$ cat src/hdl/bdc_defs.svh
// Purpose: Constants for the brake and direction control block.
// Assumes: Registers reached by a simple parameter write/read port.
// Notes:   Offsets are the printed parameter indices.
// How it works
// - The brake control field is 16 bits: 0 automatic, 1 manual release, 2 manual apply.
// - Manual release acts only in switch-on-disabled, ready-to-switch-on or fault state.
// - A new brake control value acts from the clock after the write; an apply waits for standstill, a release for a permitted state.
// - Direction inversion is 0 for off and 1 for on, with 0 after reset.
// - With inversion off a positive target drives the positive physical direction.
// - With inversion on the sign of every commanded target is negated.
// - Writes to the inversion setting are refused while the power stage is enabled.
// - A stored inversion value governs motion only after the next power-on; reset here clears it to 0 before the one latch, so inversion never turns on.
// - Positive physical direction means clockwise seen on the protruding shaft end.
// - A manual apply overrides automatic and manual release.
// - A manual apply is carried out only while the motor stands still.
// - Enabling the power stage under a manual apply keeps the brake applied.
// - In automatic handling the brake is applied whenever the power stage is disabled.
`ifndef BDC_DEFS_SVH
`define BDC_DEFS_SVH
`define BDC_ADDR_W          12
`define BDC_DATA_W          16
`define BDC_TGT_W           32
`define BDC_OFS_INVERT      12'h618
`define BDC_OFS_BRAKE       12'h814
`define BDC_RST_INVERT      16'h0000
`define BDC_RST_BRAKE       16'h0000
`define BDC_BRK_AUTO        16'h0000
`define BDC_BRAKE_MANUAL_CONTROL     16'h0001
`define BDC_BRK_APPLY       16'h0002
`define BDC_INV_OFF         16'h0000
`define BDC_INV_ON          16'h0001
`define BDC_ST_SW_ON_DIS    4'h3
`define BDC_ST_READY        4'h4
`define BDC_ST_FAULT        4'h9
`endif

$ cat src/hdl/bdc_pkg.sv
// Purpose: Types for the brake and direction control block.
// Assumes: bdc_defs.svh holds the numeric constants.
// Notes:   Carrier structs for the parameter port.
`include "bdc_defs.svh"
package bdc_pkg;
  typedef struct packed {
    logic                    wr;
    logic                    rd;
    logic [`BDC_ADDR_W-1:0]  addr;
    logic [`BDC_DATA_W-1:0]  wdata;
  } bdc_req_type;

  typedef struct packed {
    logic                    ack;
    logic                    err;
    logic [`BDC_DATA_W-1:0]  rdata;
  } bdc_rsp_type;

  typedef enum logic [2:0] {
    BRK_APPLIED  = 3'b001,
    BRK_RELEASED = 3'b010,
    BRK_MAN_HOLD = 3'b100
  } bdc_brake_type;
endpackage : bdc_pkg

$ cat src/hdl/bdc_sign.sv
// Purpose: Applies the active direction sign to a commanded target.
// Assumes: Targets are two's complement.
// Notes:   Registered output.
`timescale 1ns/10ps
`include "bdc_defs.svh"
module bdc_sign (
  input  wire logic                   clk_in,
  input  wire logic                   rstn_in,
  input  wire logic                   invert_in,
  input  wire logic [`BDC_TGT_W-1:0]  target_in,
  output logic      [`BDC_TGT_W-1:0]  target_out
);
  logic [`BDC_TGT_W-1:0] target_nxt;

  always_comb begin
    if (invert_in) begin
      target_nxt = `BDC_TGT_W'(-target_in);
    end else begin
      target_nxt = target_in;
    end
  end

  always_ff @(posedge clk_in or negedge rstn_in) begin
    if (!rstn_in) begin
      target_out <= '0;
    end else begin
      target_out <= target_nxt;
    end
  end
endmodule : bdc_sign

$ cat src/hdl/bdc_top.sv
// Purpose: Holding brake handling and motion direction inversion.
// Assumes: Parameter port requests are one-cycle strobes, synchronous to CLK_IN.
// Notes:   Positive motor output sign means clockwise at the shaft end.
`timescale 1ns/10ps
`include "bdc_defs.svh"
module bdc_top (
  input  wire logic                   CLK_IN,
  input  wire logic                   RSTN_IN,
  input  wire bdc_pkg::bdc_req_type   PAR_REQ_IN,
  output bdc_pkg::bdc_rsp_type        PAR_RSP_OUT,
  input  wire logic [3:0]             OP_STATE_IN,
  input  wire logic                   POWER_STAGE_EN_IN,
  input  wire logic                   STANDSTILL_IN,
  input  wire logic [`BDC_TGT_W-1:0]  TARGET_IN,
  output logic      [`BDC_TGT_W-1:0]  MOTOR_TARGET_OUT,
  output logic                        BRAKE_RELEASE_OUT,
  output logic                        DIR_INVERT_ACTIVE_OUT
);
  import bdc_pkg::*;

  logic [`BDC_DATA_W-1:0] brake_ctl_r, brake_ctl_nxt;
  logic [`BDC_DATA_W-1:0] invert_r, invert_nxt;
  logic                   inv_act_r, inv_act_nxt;
  logic                   boot_r, boot_nxt;
  bdc_rsp_type            rsp_r, rsp_nxt;
  bdc_brake_type          brk_r, brk_nxt;
  logic                   rel_ok;
  logic                   hit_brk;
  logic                   hit_inv;

  // Parameter access
  always_comb begin
    brake_ctl_nxt = brake_ctl_r;
    invert_nxt    = invert_r;
    rsp_nxt       = '0;
    hit_brk       = 1'b0;
    hit_inv       = 1'b0;
    if (PAR_REQ_IN.addr == `BDC_OFS_BRAKE) begin
      hit_brk = 1'b1;
    end else if (PAR_REQ_IN.addr == `BDC_OFS_INVERT) begin
      hit_inv = 1'b1;
    end
    if (PAR_REQ_IN.wr) begin
      rsp_nxt.ack = 1'b1;
      if (hit_brk) begin
        if (PAR_REQ_IN.wdata <= `BDC_BRK_APPLY) begin
          brake_ctl_nxt = PAR_REQ_IN.wdata;
        end else begin
          rsp_nxt.err = 1'b1;
        end
      end else if (hit_inv) begin
        if (POWER_STAGE_EN_IN || PAR_REQ_IN.wdata > `BDC_INV_ON) begin
          rsp_nxt.err = 1'b1;
        end else begin
          invert_nxt = PAR_REQ_IN.wdata;
        end
      end else begin
        rsp_nxt.err = 1'b1;
      end
    end else if (PAR_REQ_IN.rd) begin
      rsp_nxt.ack = 1'b1;
      if (hit_brk) begin
        rsp_nxt.rdata = brake_ctl_r;
      end else if (hit_inv) begin
        rsp_nxt.rdata = invert_r;
      end else begin
        rsp_nxt.err = 1'b1;
      end
    end
  end

  always_ff @(posedge CLK_IN or negedge RSTN_IN) begin
    if (!RSTN_IN) begin
      brake_ctl_r <= `BDC_RST_BRAKE;
      invert_r    <= `BDC_RST_INVERT;
      rsp_r       <= '0;
    end else begin
      brake_ctl_r <= brake_ctl_nxt;
      invert_r    <= invert_nxt;
      rsp_r       <= rsp_nxt;
    end
  end

  // Inversion latched once after power-on only
  always_comb begin
    boot_nxt    = 1'b1;
    inv_act_nxt = inv_act_r;
    if (!boot_r) begin
      inv_act_nxt = (invert_r == `BDC_INV_ON);
    end
  end

  always_ff @(posedge CLK_IN or negedge RSTN_IN) begin
    if (!RSTN_IN) begin
      boot_r    <= 1'b0;
      inv_act_r <= 1'b0;
    end else begin
      boot_r    <= boot_nxt;
      inv_act_r <= inv_act_nxt;
    end
  end

  // Brake command
  assign rel_ok = (OP_STATE_IN == `BDC_ST_SW_ON_DIS) || (OP_STATE_IN == `BDC_ST_READY) ||
                  (OP_STATE_IN == `BDC_ST_FAULT);

  always_comb begin
    brk_nxt = brk_r;
    case (brk_r)
      BRK_MAN_HOLD: begin
        // Left only via automatic; release direct from here is ignored
        if (brake_ctl_r == `BDC_BRK_AUTO) begin
          brk_nxt = POWER_STAGE_EN_IN ? BRK_RELEASED : BRK_APPLIED;
        end
      end
      default: begin
        if (brake_ctl_r == `BDC_BRK_APPLY) begin
          if (STANDSTILL_IN) begin
            brk_nxt = BRK_MAN_HOLD;
          end
        end else if (brake_ctl_r == `BDC_BRAKE_MANUAL_CONTROL) begin
          if (rel_ok) begin
            brk_nxt = BRK_RELEASED;
          end else begin
            brk_nxt = brk_r;
          end
        end else begin
          brk_nxt = POWER_STAGE_EN_IN ? BRK_RELEASED : BRK_APPLIED;
        end
      end
    endcase
  end

  always_ff @(posedge CLK_IN or negedge RSTN_IN) begin
    if (!RSTN_IN) begin
      brk_r <= BRK_APPLIED;
    end else begin
      brk_r <= brk_nxt;
    end
  end

  always_ff @(posedge CLK_IN or negedge RSTN_IN) begin
    if (!RSTN_IN) begin
      BRAKE_RELEASE_OUT     <= 1'b0;
      DIR_INVERT_ACTIVE_OUT <= 1'b0;
      PAR_RSP_OUT           <= '0;
    end else begin
      BRAKE_RELEASE_OUT     <= (brk_nxt == BRK_RELEASED);
      DIR_INVERT_ACTIVE_OUT <= inv_act_r;
      PAR_RSP_OUT           <= rsp_r;
    end
  end

  bdc_sign u_sign (
    .clk_in     (CLK_IN),
    .rstn_in    (RSTN_IN),
    .invert_in  (inv_act_r),
    .target_in  (TARGET_IN),
    .target_out (MOTOR_TARGET_OUT)
  );
endmodule : bdc_top

$ cat config.mk
export PLATFORM = sky130hd
export DESIGN_NAME = bdc_top
export DESIGN_NICKNAME = d
export VERILOG_FILES = /design/src/hdl/bdc_pkg.sv /design/src/hdl/bdc_sign.sv /design/src/hdl/bdc_top.sv
export VERILOG_INCLUDE_DIRS = /design/src /design/src/hdl
export SDC_FILE = /design/constraint.sdc
export NUM_CORES = 1
export LEC_CHECK = 0
export BUFFER_PORTS_ARGS = -buffer_cell sky130_fd_sc_hd__buf_2
export CORE_MARGIN = 3
export CORE_UTILIZATION = 55
export DETAILED_ROUTE_END_ITERATION = 8
export PLACE_DENSITY_LB_ADDON = 0.2
export SYNTH_ARGS = -nofsm -noshare
export SYNTH_HDL_FRONTEND = slang
export SYNTH_SLANG_ARGS = --single-unit
export TNS_END_PERCENT = 5
$ cat constraint.sdc
create_clock -name CLK_IN -period 2.9 [get_ports CLK_IN]
set_input_delay 0.29 -clock CLK_IN [delete_from_list [all_inputs] [get_ports CLK_IN]]
set_output_delay 0.29 -clock CLK_IN [all_outputs]
set_load 0.005 [all_outputs]
# ---- Word-level counts from Yosys, hierarchy flattened
# Index checks and enable logic that the tools add are counted.
dict set report classes {
  add_sub_neg 1
  n_lt_le_gt_ge 2
  eq_ne 10
  n_mux 22
  bitwise 2
  n_reduce_logical 6
}
# operator count
set ops {}
lappend ops {{2-to-1 mux 16 bit} 3}
lappend ops {{== test 16 x 1 -> 1 bit (second input constant)} 2}
lappend ops {{2-to-1 mux 32 bit} 1}
lappend ops {{negation 32 bit} 1}
lappend ops {{2-to-1 mux 18 bit} 1}
lappend ops {{2-to-1 mux 3 bit} 6}
lappend ops {{== test 16 x 2 -> 1 bit (second input constant)} 1}
lappend ops {{> comparator 16 x 1 -> 1 bit (second input constant)} 1}
lappend ops {{less-or-equal comparator 16 x 2 -> 1 bit (second input constant)} 1}
lappend ops {{logical NOT 16 bit} 1}
lappend ops {{== test 12 x 11 -> 1 bit (second input constant)} 1}
lappend ops {{== test 12 bit (second input constant)} 1}
lappend ops {{2-to-1 mux 1 bit} 9}
lappend ops {{== test 4 x 2 -> 1 bit (second input constant)} 1}
lappend ops {{== test 4 x 3 -> 1 bit (second input constant)} 1}
lappend ops {{== test 4 bit (second input constant)} 1}
lappend ops {{2-to-1 mux 2 bit} 2}
lappend ops {{AND reduction 4 bit} 1}
lappend ops {{== test 3 x 2 -> 1 bit (second input constant)} 1}
lappend ops {{== test 3 bit (second input constant)} 1}
lappend ops {{logical OR 1 bit} 3}
lappend ops {{AND reduction 3 bit} 1}
lappend ops {{inverter 1 bit} 2}
dict set report totals {
  ff_bits 107
  word_cells 57
}

# ---- Longest topological paths before layout
# Gate-level depths: netlist of the first run.
dict set report logic_depth {
  depth_word 8
  depth_mapped 7
}

# ---- Modules after synthesis
# From an unflattened synthesis of the first run, not the netlist that was laid out.
dict set report unflattened {
  cells_unflattened 341
  hier_area_um2 4315.4
}
# mod instances cells_per_inst area_each_um2 seq_area_each_um2
set by_module_without_submodules {}
lappend by_module_without_submodules {bdc_top 1 211 2773.9 1878.1}
lappend by_module_without_submodules {bdc_sign 1 130 1541.5 800.8}

# ---- Worst setup path after synthesis of the first run
# OpenSTA, ideal clock, no wires.
dict set report synth_timing {
  kind {input to register}
  startpoint {input PAR_REQ_IN[22] (netlist bit)}
  endpoint {register brake_ctl_r[10]}
  setup_ps 118
  arrival_time_ps 2031
  required_time_ps 2782
  path_slack_ps 751
  cell_stages 7
  path_cell_list {nor4_1 nand3_1 nor2_2 inv_1 a211oi_1 clkbuf_1 and2b_1}
}
dict set report synth_via {
  elab_chain_len 3
}
# element line
set synth_rtl {}
lappend synth_rtl {{start: declaration} bdc_top.sv:9} ;# input wire bdc_pkg::bdc_req_type PAR_REQ_IN,
lappend synth_rtl {{== test 12 bit (no line)} n/a}
lappend synth_rtl {{2-to-1 mux 1 bit} bdc_top.sv:38} ;# if (PAR_REQ_IN.addr == `BDC_OFS_BRAKE) begin
lappend synth_rtl {{AND reduction 3 bit (no line)} n/a}
lappend synth_rtl {{end signal: assignment} bdc_top.sv:74} ;# brake_ctl_r <= `BDC_RST_BRAKE;
lappend synth_rtl {{end signal: assignment} bdc_top.sv:78} ;# brake_ctl_r <= brake_ctl_nxt;
lappend synth_rtl {{end: declaration} bdc_top.sv:21} ;# logic [`BDC_DATA_W-1:0] brake_ctl_r, brake_ctl_nxt;
# No other way between the ends.
# A chain may end at the register's enable or synchronous reset.

# ---- Worst setup path in the final report of the first run
dict set report layout_timing {
  startpoint {register brake_ctl_r[14]}
  endpoint {register BRAKE_RELEASE_OUT}
}
dict set report layout_via {
  elab_chain_len 5
  word_cells_on_any_way 8
  classes_between {3 x eq/ne; 4 x mux; 1 x reduce/logical}
}
# element line
set layout_rtl {}
lappend layout_rtl {{== test 16 x 1 -> 1 bit (no line)} n/a}
lappend layout_rtl {{2-to-1 mux 3 bit} bdc_top.sv:121} ;# end else if (brake_ctl_r == `BDC_BRAKE_MANUAL_CONTROL) begin
lappend layout_rtl {{2-to-1 mux 3 bit} bdc_top.sv:117} ;# if (brake_ctl_r == `BDC_BRK_APPLY) begin
lappend layout_rtl {{2-to-1 mux 3 bit *} bdc_top.sv:109} ;# case (brk_r)
lappend layout_rtl {{== test 3 x 2 -> 1 bit *} bdc_top.sv:148} ;# BRAKE_RELEASE_OUT <= (brk_nxt == BRK_RELEASED);
lappend layout_rtl {{end signal: assignment} bdc_top.sv:148}
lappend layout_rtl {{end: declaration} bdc_top.sv:16} ;# output logic BRAKE_RELEASE_OUT,
# Every way passes the cells marked *; elsewhere a longest branch is shown, timed or not.

==> results of run 1 <==
==> cells by family after synthesis <==
kind of cell    count (synthesis)  synth area share (%)
fa+ha+maj                       1                 0.300
xor+xnor                       31                  6.51
simple gates                  111                  16.4
flops                         107                  64.2
compound gates                 60                  10.1
mux                             3                 0.780
buf+inv                        17                  1.53
other cells                     1                0.0899
==> repair_timing <==
item,in CTS,in global routing
gates resized for setup,0,0
hold buffers,1,0
hold endpoints to repair,43,0
==> metal layers <==
layer,wire (um),GRT usage [%],vias to the layer above
li1,-,-,1425
met1,3330,25.3,1385
met2,4040,32.8,133
met3,631,3.70,7
met4,95,8.67,0
met5,0,0,-
==> worst max-delay path, cell delays in order, from the launching register on <==
cell and delay, ns:
dfrtp_1 0.40, nor4_1 0.33, nand4_1 0.28, nor4_1 0.54
a211o_1 0.18, o2bb2ai_1 0.09, o2111a_1 0.26
==> layout make-up <==
type,count,area [sq um],share of cell area (%)
inverter,8,30.0,0.586
multi-input combinational,207,1430,27.8
sequential,107,2680,52.2
tap,99,124,2.42
timing repair buffer,127,668,13.0
clock inverter,6,72.6,1.41
clock buffer,10,128,2.49
==> layout by cell type, fill, tap and decap left out, drive strengths merged, types with 2 or more instances in the layout <==
cell type,synthesis,layout
a21o,2,2
a21oi,4,4
a22oi,17,17
and2b,9,9
buf,1,126
clkbuf,8,10
clkinv,0,2
dfrtp,106,106
inv,8,10
mux2,2,2
nand2,14,14
nand2b,4,4
nand3,3,3
nand4,3,3
nor2,26,26
nor2b,20,20
nor3,3,3
nor4,12,12
nor4b,3,3
o21ai,16,16
o31ai,9,9
o41ai,6,6
or2,2,2
or3,5,5
or4,5,5
xnor2,31,31
==> metrics by stage <==
step / worst slack, ns / util, % / hold WS [ns]
3_5_place_dp: 0.537 / 67.5 / 0.335
2_1_floorplan: 0.751 / - / -0.00559
3_3_place_gp: 0.590 / 67.5 / 0.332
5_1_grt: 0.579 / 70.3 / 0.0600
6_report: 0.707 / 70.3 / 0.0860
4_1_cts: 0.691 / 70.3 / 0.0647
==> registers in the layout (all words and copies together) (netlist names) <==
register and flops:
u_sign.target_out 32, PAR_RSP_OUT 18, rsp_r 18, brake_ctl_r 16
invert_r 16, brk_r 3, BRAKE_RELEASE_OUT 1, DIR_INVERT_ACTIVE_OUT 1
boot_r 1, inv_act_r 1
==> power breakdown <==
part	switching, uW	total, uW	internal (uW)
Combinational	132	259	127
Clock	488	897	409
Sequential	21.9	1570	1550
==> worst paths after layout <==
path / start / end / slack [ns] / cells past startpoint
setup / recovery: brake_ctl_r[14]$_DFFE_PN0P_ / BRAKE_RELEASE_OUT$_DFF_PN0_ / 0.71 / 6
hold / removal: TARGET_IN[0] / u_sign.target_out[0]$_DFF_PN0_ / 0.09 / 1
setup reg to reg: brake_ctl_r[14]$_DFFE_PN0P_ / BRAKE_RELEASE_OUT$_DFF_PN0_ / 0.71 / 6
hold reg to reg: rsp_r[10]$_DFF_PN0_ / PAR_RSP_OUT[10]$_DFF_PN0_ / 0.35 / 0
max in group asynchronous: RSTN_IN / boot_r$_DFF_PN0_ / 1.70 / 3
min in group asynchronous: RSTN_IN / u_sign.target_out[11]$_DFF_PN0_ / 0.52 / 2
==> impl_results.md, run 1 <==
* Net Count, Synth at 402
* Level count of the clock H-tree at 3
* Inserted Clock Buffers at 9
* Most frequent cells after synthesis: 106 x dfrtp_1, 31 x xnor2_1, 25 x nor2_1, 20 x nor2b_1, 17 x a22oi_1
* Number of placed instances with taps included at 547
* Count of pins over their slew limit at 0
* Worst Path Arrival at 2.44 ns
* Register bit count reported by yosys at 107
* Final Hold Fails at 0
* Final ANT Viol Nets at 0
* Async S/R FF share, synth at 100%
* I/O pin count at 122
* Floorplan die area at 8660 sq um
* Dominant register cell in the synthesized netlist: dfrtp_1
* Startpoint types: flip-flop
* Placed wire-length estimate after detailed placement at 6020 um
* Number of clock sinks seen by CTS at 107
* Worst slew margin relative to its limit at 38.2%
* Post-detailed-route via-to-cell ratio at 5.23
* TNS Setup at 0 ns
* Slew at the pin closest to its max-slew limit at 0.927 ns
* Data required time of the worst path at 3.14 ns
* CTS Buffer Depth at 2
* Cell type contributing the most total cell area after synthesis: dfrtp_1
* Number of remaining DRC errors at 0
* Number of fillers in the final layout at 542
* Clock skew at 0.0112 ns
* Area growth from synthesis to layout at 23.0%
* Crit path kind: reg -> reg
* Power after layout at 2730 uW
* Row count at 31
* Final weighted congestion of routability-driven global placement at 0.845
* Number of global-route vias before repair at 2,885
* CTS Root Buffer Type: clkbuf_8
* Die height at 93.1 um
* Global-route total usage across every layer at 19.7%
* Number of enable flip-flop cells after synthesis at 0
* Share of post-route cells with drive strength above 1 at 34.4%
* Number of antenna violations at the first check in global routing at 0
* Pin count of the biggest net entering global routing at 58
* Count of port buffers added during placement at 121
* Gate count of the mapped netlist at 331
* Final global-route overflow total at 0
* Distinct cells, synth at 45
* Fraction of the yosys area taken by sequential cells at 64.2%
* Leakage power figure at 0.00251 uW
* Wire length per cell at 14.4 um
* Synthesized area divided by synthesized cell count at 12.6 sq um
* Post-route non-filler standard cell count at 564
* Reg clk slew, reported paths at 0.09 ns
* Peak VDD IR at 0.000238 V
* Largest cells by area after synthesis: dfrtp_1 64%, xnor2_1 6.5%, a22oi_1 3.1%, nor2b_1 3.0%, nor2_1 2.3%
* Number of detailed-route iterations in the first pass at 4
* Antenna cell count at 0
* Tcrit/Tclk final at 75.6%
* Post-route cell area at 5130 sq um
* Initial Util at 57.2%
* Clock period minus final worst setup slack at 2.19 ns
* Global-route wire length before repair at 13,400 um
* Endpoint class of the critical path: flip-flop
* Power density over the cells at 532 nW/um^2
* Synth top area share at 63.6%
* Dpl cell area at 4920 sq um
* Wire length reported by the detailed router at 8100 um
* Syn. warnings at 0
* Maximum net fanout on the critical path at 5
* CORE AREA at 7290 sq um
* Max capacitance violation total at 0
* Setup repair after global routing missed its margin: no
* Nets at 531
* Worst hold-check path type: in -> reg
* Fmax at 456 MHz
* Clock tree from TritonCTS: built
* Post-synthesis instance area at 4170 sq um
* Buffers inserted by post-CTS timing repair at 0
* Final setup viols at 0
* Outcome: complete, no violations
* Top-count cell post-synth: dfrtp_1
* Number of vias after detailed routing at 2,950
* Clock network latency to the later pin of the worst-skew pair at 0.36 ns
* Initial DRC Count at 147
* Chip Width at 93.1 um
Power figures use the tool's default switching activity.
==> run 2: changes to the inputs <==
--- a/config.mk
+++ b/config.mk
@@ -8,7 +8,7 @@
 export LEC_CHECK = 0
 export BUFFER_PORTS_ARGS = -buffer_cell sky130_fd_sc_hd__buf_2
 export CORE_MARGIN = 3
-export CORE_UTILIZATION = 55
+export CORE_UTILIZATION = 51
 export DETAILED_ROUTE_END_ITERATION = 8
 export PLACE_DENSITY_LB_ADDON = 0.2
 export SYNTH_ARGS = -nofsm -noshare
==> constraint.sdc (replaced) <==
create_clock -name CLK_IN -period 2.1 [get_ports CLK_IN]
set_input_delay 0.21 -clock CLK_IN [delete_from_list [all_inputs] [get_ports CLK_IN]]
set_output_delay 0.21 -clock CLK_IN [all_outputs]
set_load 0.005 [all_outputs]
==> run 2 against run 1 <==
Net effect:
- sequential power increased by 38%
- setup slack got worse by 0.60 ns
- final cell count increased by 4.4%
- total power increased by 38%
- clock skew decreased by 0.0034 ns
- via count increased by 2.3%
- clock-buffer cell count increased by 1
- flip-flop and latch count unchanged
- register-to-register slack got worse by 0.55 ns
- sequential share of layout area decreased by 1.7 points
- highest routed layer unchanged
==> impl_results.md, run 2 (synthesis results as in run 1) <==
* Outcome: complete, no violations
* Antenna cell count at 0 (unchanged)
* Initial DRC Count at 113 (-23%)
* Final weighted congestion of routability-driven global placement at 0.769 (-9.1%)
* Max capacitance violation total at 0 (unchanged)
* Global-route total usage across every layer at 18.0% (-1.7 points)
* Row count at 32 (+3.2%)
* Number of remaining DRC errors at 0 (unchanged)
* Biggest regs: u_sign.target_out: 32 flops, PAR_RSP_OUT: 18 flops, rsp_r: 18 flops
* Endpoint class of the critical path: flip-flop
* CP startpoint: TARGET_IN[0]
* I/O pin count at 122 (unchanged)
* Number of global-route vias before repair at 2,930 (+1.6%)
* Critical register-to-register path startpoint: brake_ctl_r[14]$_DFFE_PN0P_
* Inserted Clock Buffers at 9 (unchanged)
* Clock power frac at 32.3% (-0.6 points)
* Leakage power figure at 0.00261 uW (+4.1%)
* CTS Buffer Depth at 2 (unchanged)
* Worst hold-check path type: in -> reg
* Most common library cell in the layout ignoring fill and taps: buf_2
* Fmax at 501 MHz
* Proportion of total power due to net switching at 23.1% (-0.41 points)
* Buffers inserted by post-CTS timing repair at 0 (unchanged)
* Startpoint types: input port
* Clock period minus final worst setup slack at 2.00 ns
* Number of antenna violations at the first check in global routing at 0 (unchanged)
* Wire length reported by the detailed router at 8210 um (+1.4%)
* Data required time of the worst path at 2.38 ns (-0.76 ns)
* Reg clk slew, reported paths at 0.10 ns (about the same)
* Placed wire-length estimate after detailed placement at 6210 um (+3.1%)
* Most used cells in the layout excluding fill and tap cells: 120 x buf_2, 106 x dfrtp_1, 31 x xnor2_1, 26 x buf_4, 24 x nor2_1
* Clock network latency to the later pin of the worst-skew pair at 0.35 ns (about the same)
* Clock skew at 0.00787 ns (-0.00336 ns)
* Share of post-route cells with drive strength above 1 at 37.4% (+3.0 points)
* Sw Pwr at 870 uW (+35%)
* Launch instance of the worst min-delay path: TARGET_IN[31]
* Worst slack on hold paths at 0.0347 ns (-0.0513 ns)
* Crit path kind: in -> reg
* Level count of the clock H-tree at 3 (unchanged)
* Number of vias after detailed routing at 3,019 (+2.3%)
* Setup repair after global routing missed its margin: no
* Floorplan die area at 9300 sq um (+7.3%)
* Dpl cell area at 5080 sq um (+3.3%)
* Sequential share of power at 57.5% (about the same)
* Count of port buffers added during placement at 121 (unchanged)
* CORE AREA at 7850 sq um (+7.6%)
* Combinational Power Share at 10.2% (+0.7 points)
* Count of pins over their slew limit at 0 (unchanged)
* Clock tree from TritonCTS: built
* Final global-route overflow total at 0 (unchanged)
* Post-route cell area at 5300 sq um (+3.4%)
* Post-detailed-route via-to-cell ratio at 5.13 (-2.0%)
* Worst Path Arrival at 2.28 ns (-0.16 ns)
* Nets at 553 (+4.1%)
* Power density over the cells at 709 nW/um^2 (+33%)
* Number of detailed-route iterations in the first pass at 4 (unchanged)
* Power Internal at 2890 uW (+39%)
* Area growth from synthesis to layout at 27.2%
* Wire length per cell at 13.9 um (-2.9%)
* Largest reg by FF count: u_sign.target_out
* Initial Util at 53.1% (-4.0 points)
* Global-route wire length before repair at 13,000 um (-2.5%)
* Pin count of the biggest net entering global routing at 44 (-24%)
* Slew at the pin closest to its max-slew limit at 0.572 ns (-0.355 ns)
* Peak VDD IR at 0.000381 V (+60%)
* Final Hold Fails at 0 (unchanged)
* Tcrit/Tclk final at 95.1%
* Worst slew margin relative to its limit at 61.9% (+24 points)
* Maximum net fanout on the critical path at 6 (+1)
* Die height at 96.4 um (+3.6%)
* Number of clock sinks seen by CTS at 107 (unchanged)
* Final ANT Viol Nets at 0 (unchanged)
* CTS Root Buffer Type: clkbuf_8
* Max FFs per register at 32 (unchanged)
* Final setup viols at 0 (unchanged)
* Chip Width at 96.4 um (+3.6%)
## run 2: changes by cell type in the layout (fill, tap and decap cells not counted)
cell	change
buf_4	+21
clkbuf_1	+1
clkinv_4	-1
clkinvlp_4	+1
dlygate4sd3_1	+1
inv_6	-1
nor2_1	-1
nor2_2	+1
nor4_1	-1
nor4_2	+1
## run 2: metal layers
metal | vias up | part of all wire (%) | global-route usage [%]
met4 | 0 | 1.6 | 7.01
met2 | 124 | 48 | 30.6
li1 | 1466 | - | -
met1 | 1417 | 42 | 23.1
met5 | - | 0 | 0
met3 | 12 | 7.8 | 2.94
## run 2: cell type report
| type | instances | area [sq um] |
|---|---|---|
| well taps | 102 | 128 |
| flip-flops and latches | 107 | 2680 |
| inverters | 8 | 30.0 |
| clock inverters | 5 | 62.6 |
| repair buffers | 149 | 836 |
| multi-input cells | 207 | 1440 |
| clock buffers | 11 | 131 |
| fillers | 611 | 2540 |
## run 2: power by group through the flow
| stage | registers (uW) | clock network, uW | logic [uW] |
|---|---|---|---|
| global route | 2170 | 1330 | 435 |
| detailed placement | 2200 | 0 | 389 |
| CTS | 2160 | 1240 | 393 |
| floorplan | 2220 | 0 | 125 |
| finish | 2160 | 1210 | 385 |
| global placement | 2200 | 0 | 379 |
## run 2: critical path: stages
cell and delay [ns]:
dlygate4sd3_1 0.54, buf_2 0.14, or3_2 0.53, nor2_1 0.20
nand3_1 0.19, o31ai_1 0.31, xnor2_1 0.16
## run 2: repair_timing
item / 4_1_cts / 5_1_grt
endpoints found under the setup margin: 0 / 1
hold buffers: 2 / 0
endpoints found under the hold margin: 40 / 0
gates resized for setup: 0 / 2
## run 2: stage by stage
step	setup TNS [ns]	power (uW)	worst slack, ns	instances	utilization [%]
final	0	3760	0.103	589	67.6
after global routing	0	3940	0.00966	589	67.6
after CTS	0	3800	0.0770	589	67.5
after detailed placement	-1.23	2590	-0.182	571	64.7
after global placement	-0.746	2580	-0.114	571	64.7
after floorplan	0	2340	0.0306	331	-
## run 2: final timing paths
kind,slack [ns],cells after the start,to
worst max-delay path,0.10,7,u_sign.target_out[25]$_DFF_PN0_
worst min-delay path,0.03,2,u_sign.target_out[31]$_DFF_PN0_
worst max register to register,0.16,8,BRAKE_RELEASE_OUT$_DFF_PN0_
worst min register to register,0.35,0,PAR_RSP_OUT[15]$_DFF_PN0_
max in group asynchronous,1.05,3,u_sign.target_out[16]$_DFF_PN0_
min in group asynchronous,0.37,2,u_sign.target_out[11]$_DFF_PN0_
==> run 3: changes to the inputs <==
--- a/config.mk
+++ b/config.mk
@@ -7,7 +7,6 @@
 export NUM_CORES = 1
 export LEC_CHECK = 0
 export BUFFER_PORTS_ARGS = -buffer_cell sky130_fd_sc_hd__buf_2
-export CORE_MARGIN = 3
 export CORE_UTILIZATION = 51
 export DETAILED_ROUTE_END_ITERATION = 8
 export PLACE_DENSITY_LB_ADDON = 0.2
==> run 3 against run 2 <==
Net effect:
- clock skew up 0.00064 ns
- sequential power barely moved
- via count grew 0.26%
==> impl_results.md, run 3 (synthesis results as in run 1) <==
* Outcome: complete, no violations
* Number of vias after detailed routing at 3,027 (+0.26%)
* Post-Place Worst Slack at -0.157 ns (+0.0253 ns)
* Final weighted congestion of routability-driven global placement at 0.804 (+4.6%)
* Worst Path Arrival at 2.32 ns (+0.04 ns)
* Most used cells in the layout excluding fill and tap cells: 120 x buf_2, 106 x dfrtp_1, 31 x xnor2_1, 24 x nor2_1, 23 x buf_4
* Fmax at 493 MHz (-1.5%)
* Number of clock sinks seen by CTS at 107 (unchanged)
* Number of remaining DRC errors at 0 (unchanged)
* CORE AREA at 7810 sq um (-0.51%)
* Worst path setup slack after routing at 0.0731 ns (-0.0302 ns)
* Die height at 92.4 um (-4.1%)
* Count of port buffers added during placement at 121 (unchanged)
* Final global-route overflow total at 0 (unchanged)
* WP buf/inv at 2 (unchanged)
* Worst slew margin relative to its limit at 61.2% (-0.64 points)
* Post-route cell area at 5280 sq um (-0.50%)
* Number of antenna violations at the first check in global routing at 0 (unchanged)
* Met3 global-route usage at 3.53% (+0.59 points)
* Endpoint class of the critical path: flip-flop
* Global-route total usage across every layer at 19.9% (+1.9 points)
* Antenna cell count at 0 (unchanged)
* Final ANT Viol Nets at 0 (unchanged)
* Global routing met1 resource utilization at 25.4% (+2.3 points)
* Slew at the pin closest to its max-slew limit at 0.582 ns (+0.00954 ns)
* Post-route non-filler standard cell count at 587 (-0.34%)
* Startpoint types: input port
* Wire length per cell at 13.5 um (-2.9%)
* Largest reg by FF count: u_sign.target_out
* Sw Pwr at 922 uW (+6.0%)
* Clock network latency to the later pin of the worst-skew pair at 0.36 ns (about the same)
* Clock skew at 0.00851 ns (+0.000644 ns)
* Biggest regs: u_sign.target_out: 32 flops, PAR_RSP_OUT: 18 flops, rsp_r: 18 flops
* I/O pin count at 122 (unchanged)
* Data required time of the worst path at 2.39 ns (about the same)
* Tcrit/Tclk final at 96.5% (+1.4 points)
* Clock period minus final worst setup slack at 2.03 ns (+0.0302 ns)
* Pin count of the biggest net entering global routing at 51 (+16%)
* Placed wire-length estimate after detailed placement at 5850 um (-5.8%)
* Seq. cell area at 2680 sq um (unchanged)
* Post-detailed-route via-to-cell ratio at 5.16 (+0.61%)
* Level count of the clock H-tree at 3 (unchanged)
* Chip Width at 92.4 um (-4.1%)
* Cell class contributing the biggest share of worst-path delay: simple AND/OR/NAND/NOR gates
* Max FFs per register at 32 (unchanged)
* Count of pins over their slew limit at 0 (unchanged)
* Power density over the cells at 702 nW/um^2 (-0.99%)
* Power after layout at 3700 uW (-1.5%)
* Floorplan die area at 8540 sq um (-8.1%)
* Area taken by multi-input logic gates at 1440 sq um (about the same)
* CTS Buffer Depth at 2 (unchanged)
* Cell type of the slowest stage on the worst timing path: dlygate4sd3_1
* Nets at 551 (-0.36%)
* Met2 layer usage reported by global route at 32.8% (+2.2 points)
* Critical path's largest stage delay at 0.53 ns (about the same)
* Combinational Power Share at 10.4% (+0.2 points)
* Most Used Layer, Global Route: met2
* Number of placed instances with taps included at 567 (-0.70%)
* Maximum net fanout on the critical path at 6 (unchanged)
* Crit-path cells: dlygate4sd3_1, buf_2, or3_2, or3_4, o41ai_1, xnor2_1
* Reg clk slew, reported paths at 0.10 ns (about the same)
* Power Internal at 2780 uW (-3.7%)
* Number of fillers in the final layout at 619 (+1.3%)
* Clock power frac at 31.3% (-1.0 points)
* Initial Util at 53.4% (+0.27 points)
* CTS Root Buffer Type: clkbuf_8
* Clock tree from TritonCTS: built
* Final setup viols at 0 (unchanged)
* Crit path kind: in -> reg
* Global-route wire length before repair at 13,200 um (+1.3%)
* Number of global-route vias before repair at 2,977 (+1.6%)
* Dpl cell area at 5050 sq um (-0.59%)
* Initial DRC Count at 96 (-15%)
* Share of post-route cells with drive strength above 1 at 37.3% (-0.052 points)
* Area growth from synthesis to layout at 26.5%
* Number of detailed-route iterations in the first pass at 4 (unchanged)
* Final Hold Fails at 0 (unchanged)
* Setup repair after global routing missed its margin: no
* Wire length reported by the detailed router at 7950 um (-3.2%)
* Peak VDD IR at 0.000303 V (-21%)
* Max capacitance violation total at 0 (unchanged)
* Leakage power figure at 0.00260 uW (-0.56%)
* Sequential share of power at 58.3% (+0.8 points)
* Row count at 32 (unchanged)
* Worst slack on hold paths at 0.0313 ns (-0.00339 ns)
* Inserted Clock Buffers at 9 (unchanged)
* Most common library cell in the layout ignoring fill and taps: buf_2
* Proportion of total power due to net switching at 24.9% (+1.8 points)
* Worst hold-check path type: in -> reg
## run 3: cell type report
class / instances / share of cell area [%]
timing repair buffer: 147 / 15.6
clock inverter: 7 / 1.09
tap: 102 / 2.42
sequential: 107 / 50.8
inverter: 8 / 0.569
multi-input combinational: 207 / 27.2
clock buffer: 9 / 2.35
## run 3: path summary, 6_finish.rpt
kind	start	to	slack (ns)	cells after the start
setup / recovery	TARGET_IN[0]	u_sign.target_out[13]$_DFF_PN0_	0.07	6
hold / removal	TARGET_IN[27]	u_sign.target_out[27]$_DFF_PN0_	0.03	2
setup reg to reg	brake_ctl_r[14]$_DFFE_PN0P_	BRAKE_RELEASE_OUT$_DFF_PN0_	0.17	8
hold reg to reg	rsp_r[6]$_DFF_PN0_	PAR_RSP_OUT[6]$_DFF_PN0_	0.35	0
max in group asynchronous	RSTN_IN	invert_r[9]$_DFFE_PN0P_	1.06	3
min in group asynchronous	RSTN_IN	u_sign.target_out[7]$_DFF_PN0_	0.38	2
## run 3: worst reg2reg max path: stages, from the launching register on
cell and delay (ns):
dfrtp_1 0.39, nor4_1 0.32, nand4_1 0.13, buf_4 0.18
nor4_1 0.22, buf_4 0.16, a211o_1 0.09, o2bb2ai_1 0.08
o2111a_1 0.25
## run 3: timing repair
| item | 4_1_cts | 5_1_grt |
|---|---|---|
| hold buffers | 2 | 1 |
| endpoints found under the setup margin | 0 | 2 |
| endpoints found under the hold margin | 43 | 1 |
| buffers inserted | 0 | 1 |
| resized for setup | 0 | 2 |
## run 3: power groups by stage
stage / clock network (uW) / logic [uW] / registers [uW]
2_1_floorplan: 0 / 125 / 2220
3_3_place_gp: 0 / 378 / 2200
3_5_place_dp: 0 / 386 / 2200
4_1_cts: 1190 / 390 / 2160
5_1_grt: 1280 / 433 / 2170
6_report: 1160 / 386 / 2160
## run 3: stage by stage
step	util [%]	TNS [ns]
4_1_cts	67.3	0
5_1_grt	67.6	0
2_1_floorplan	-	0
3_5_place_dp	64.7	-1.10
6_report	67.6	0
3_3_place_gp	64.7	-0.637
## run 3: layer usage
metal | vias up | part of all wire [%]
li1 | 1460 | -
met1 | 1442 | 44
met2 | 113 | 48
met3 | 12 | 6.0
met4 | 0 | 1.9
met5 | - | 0
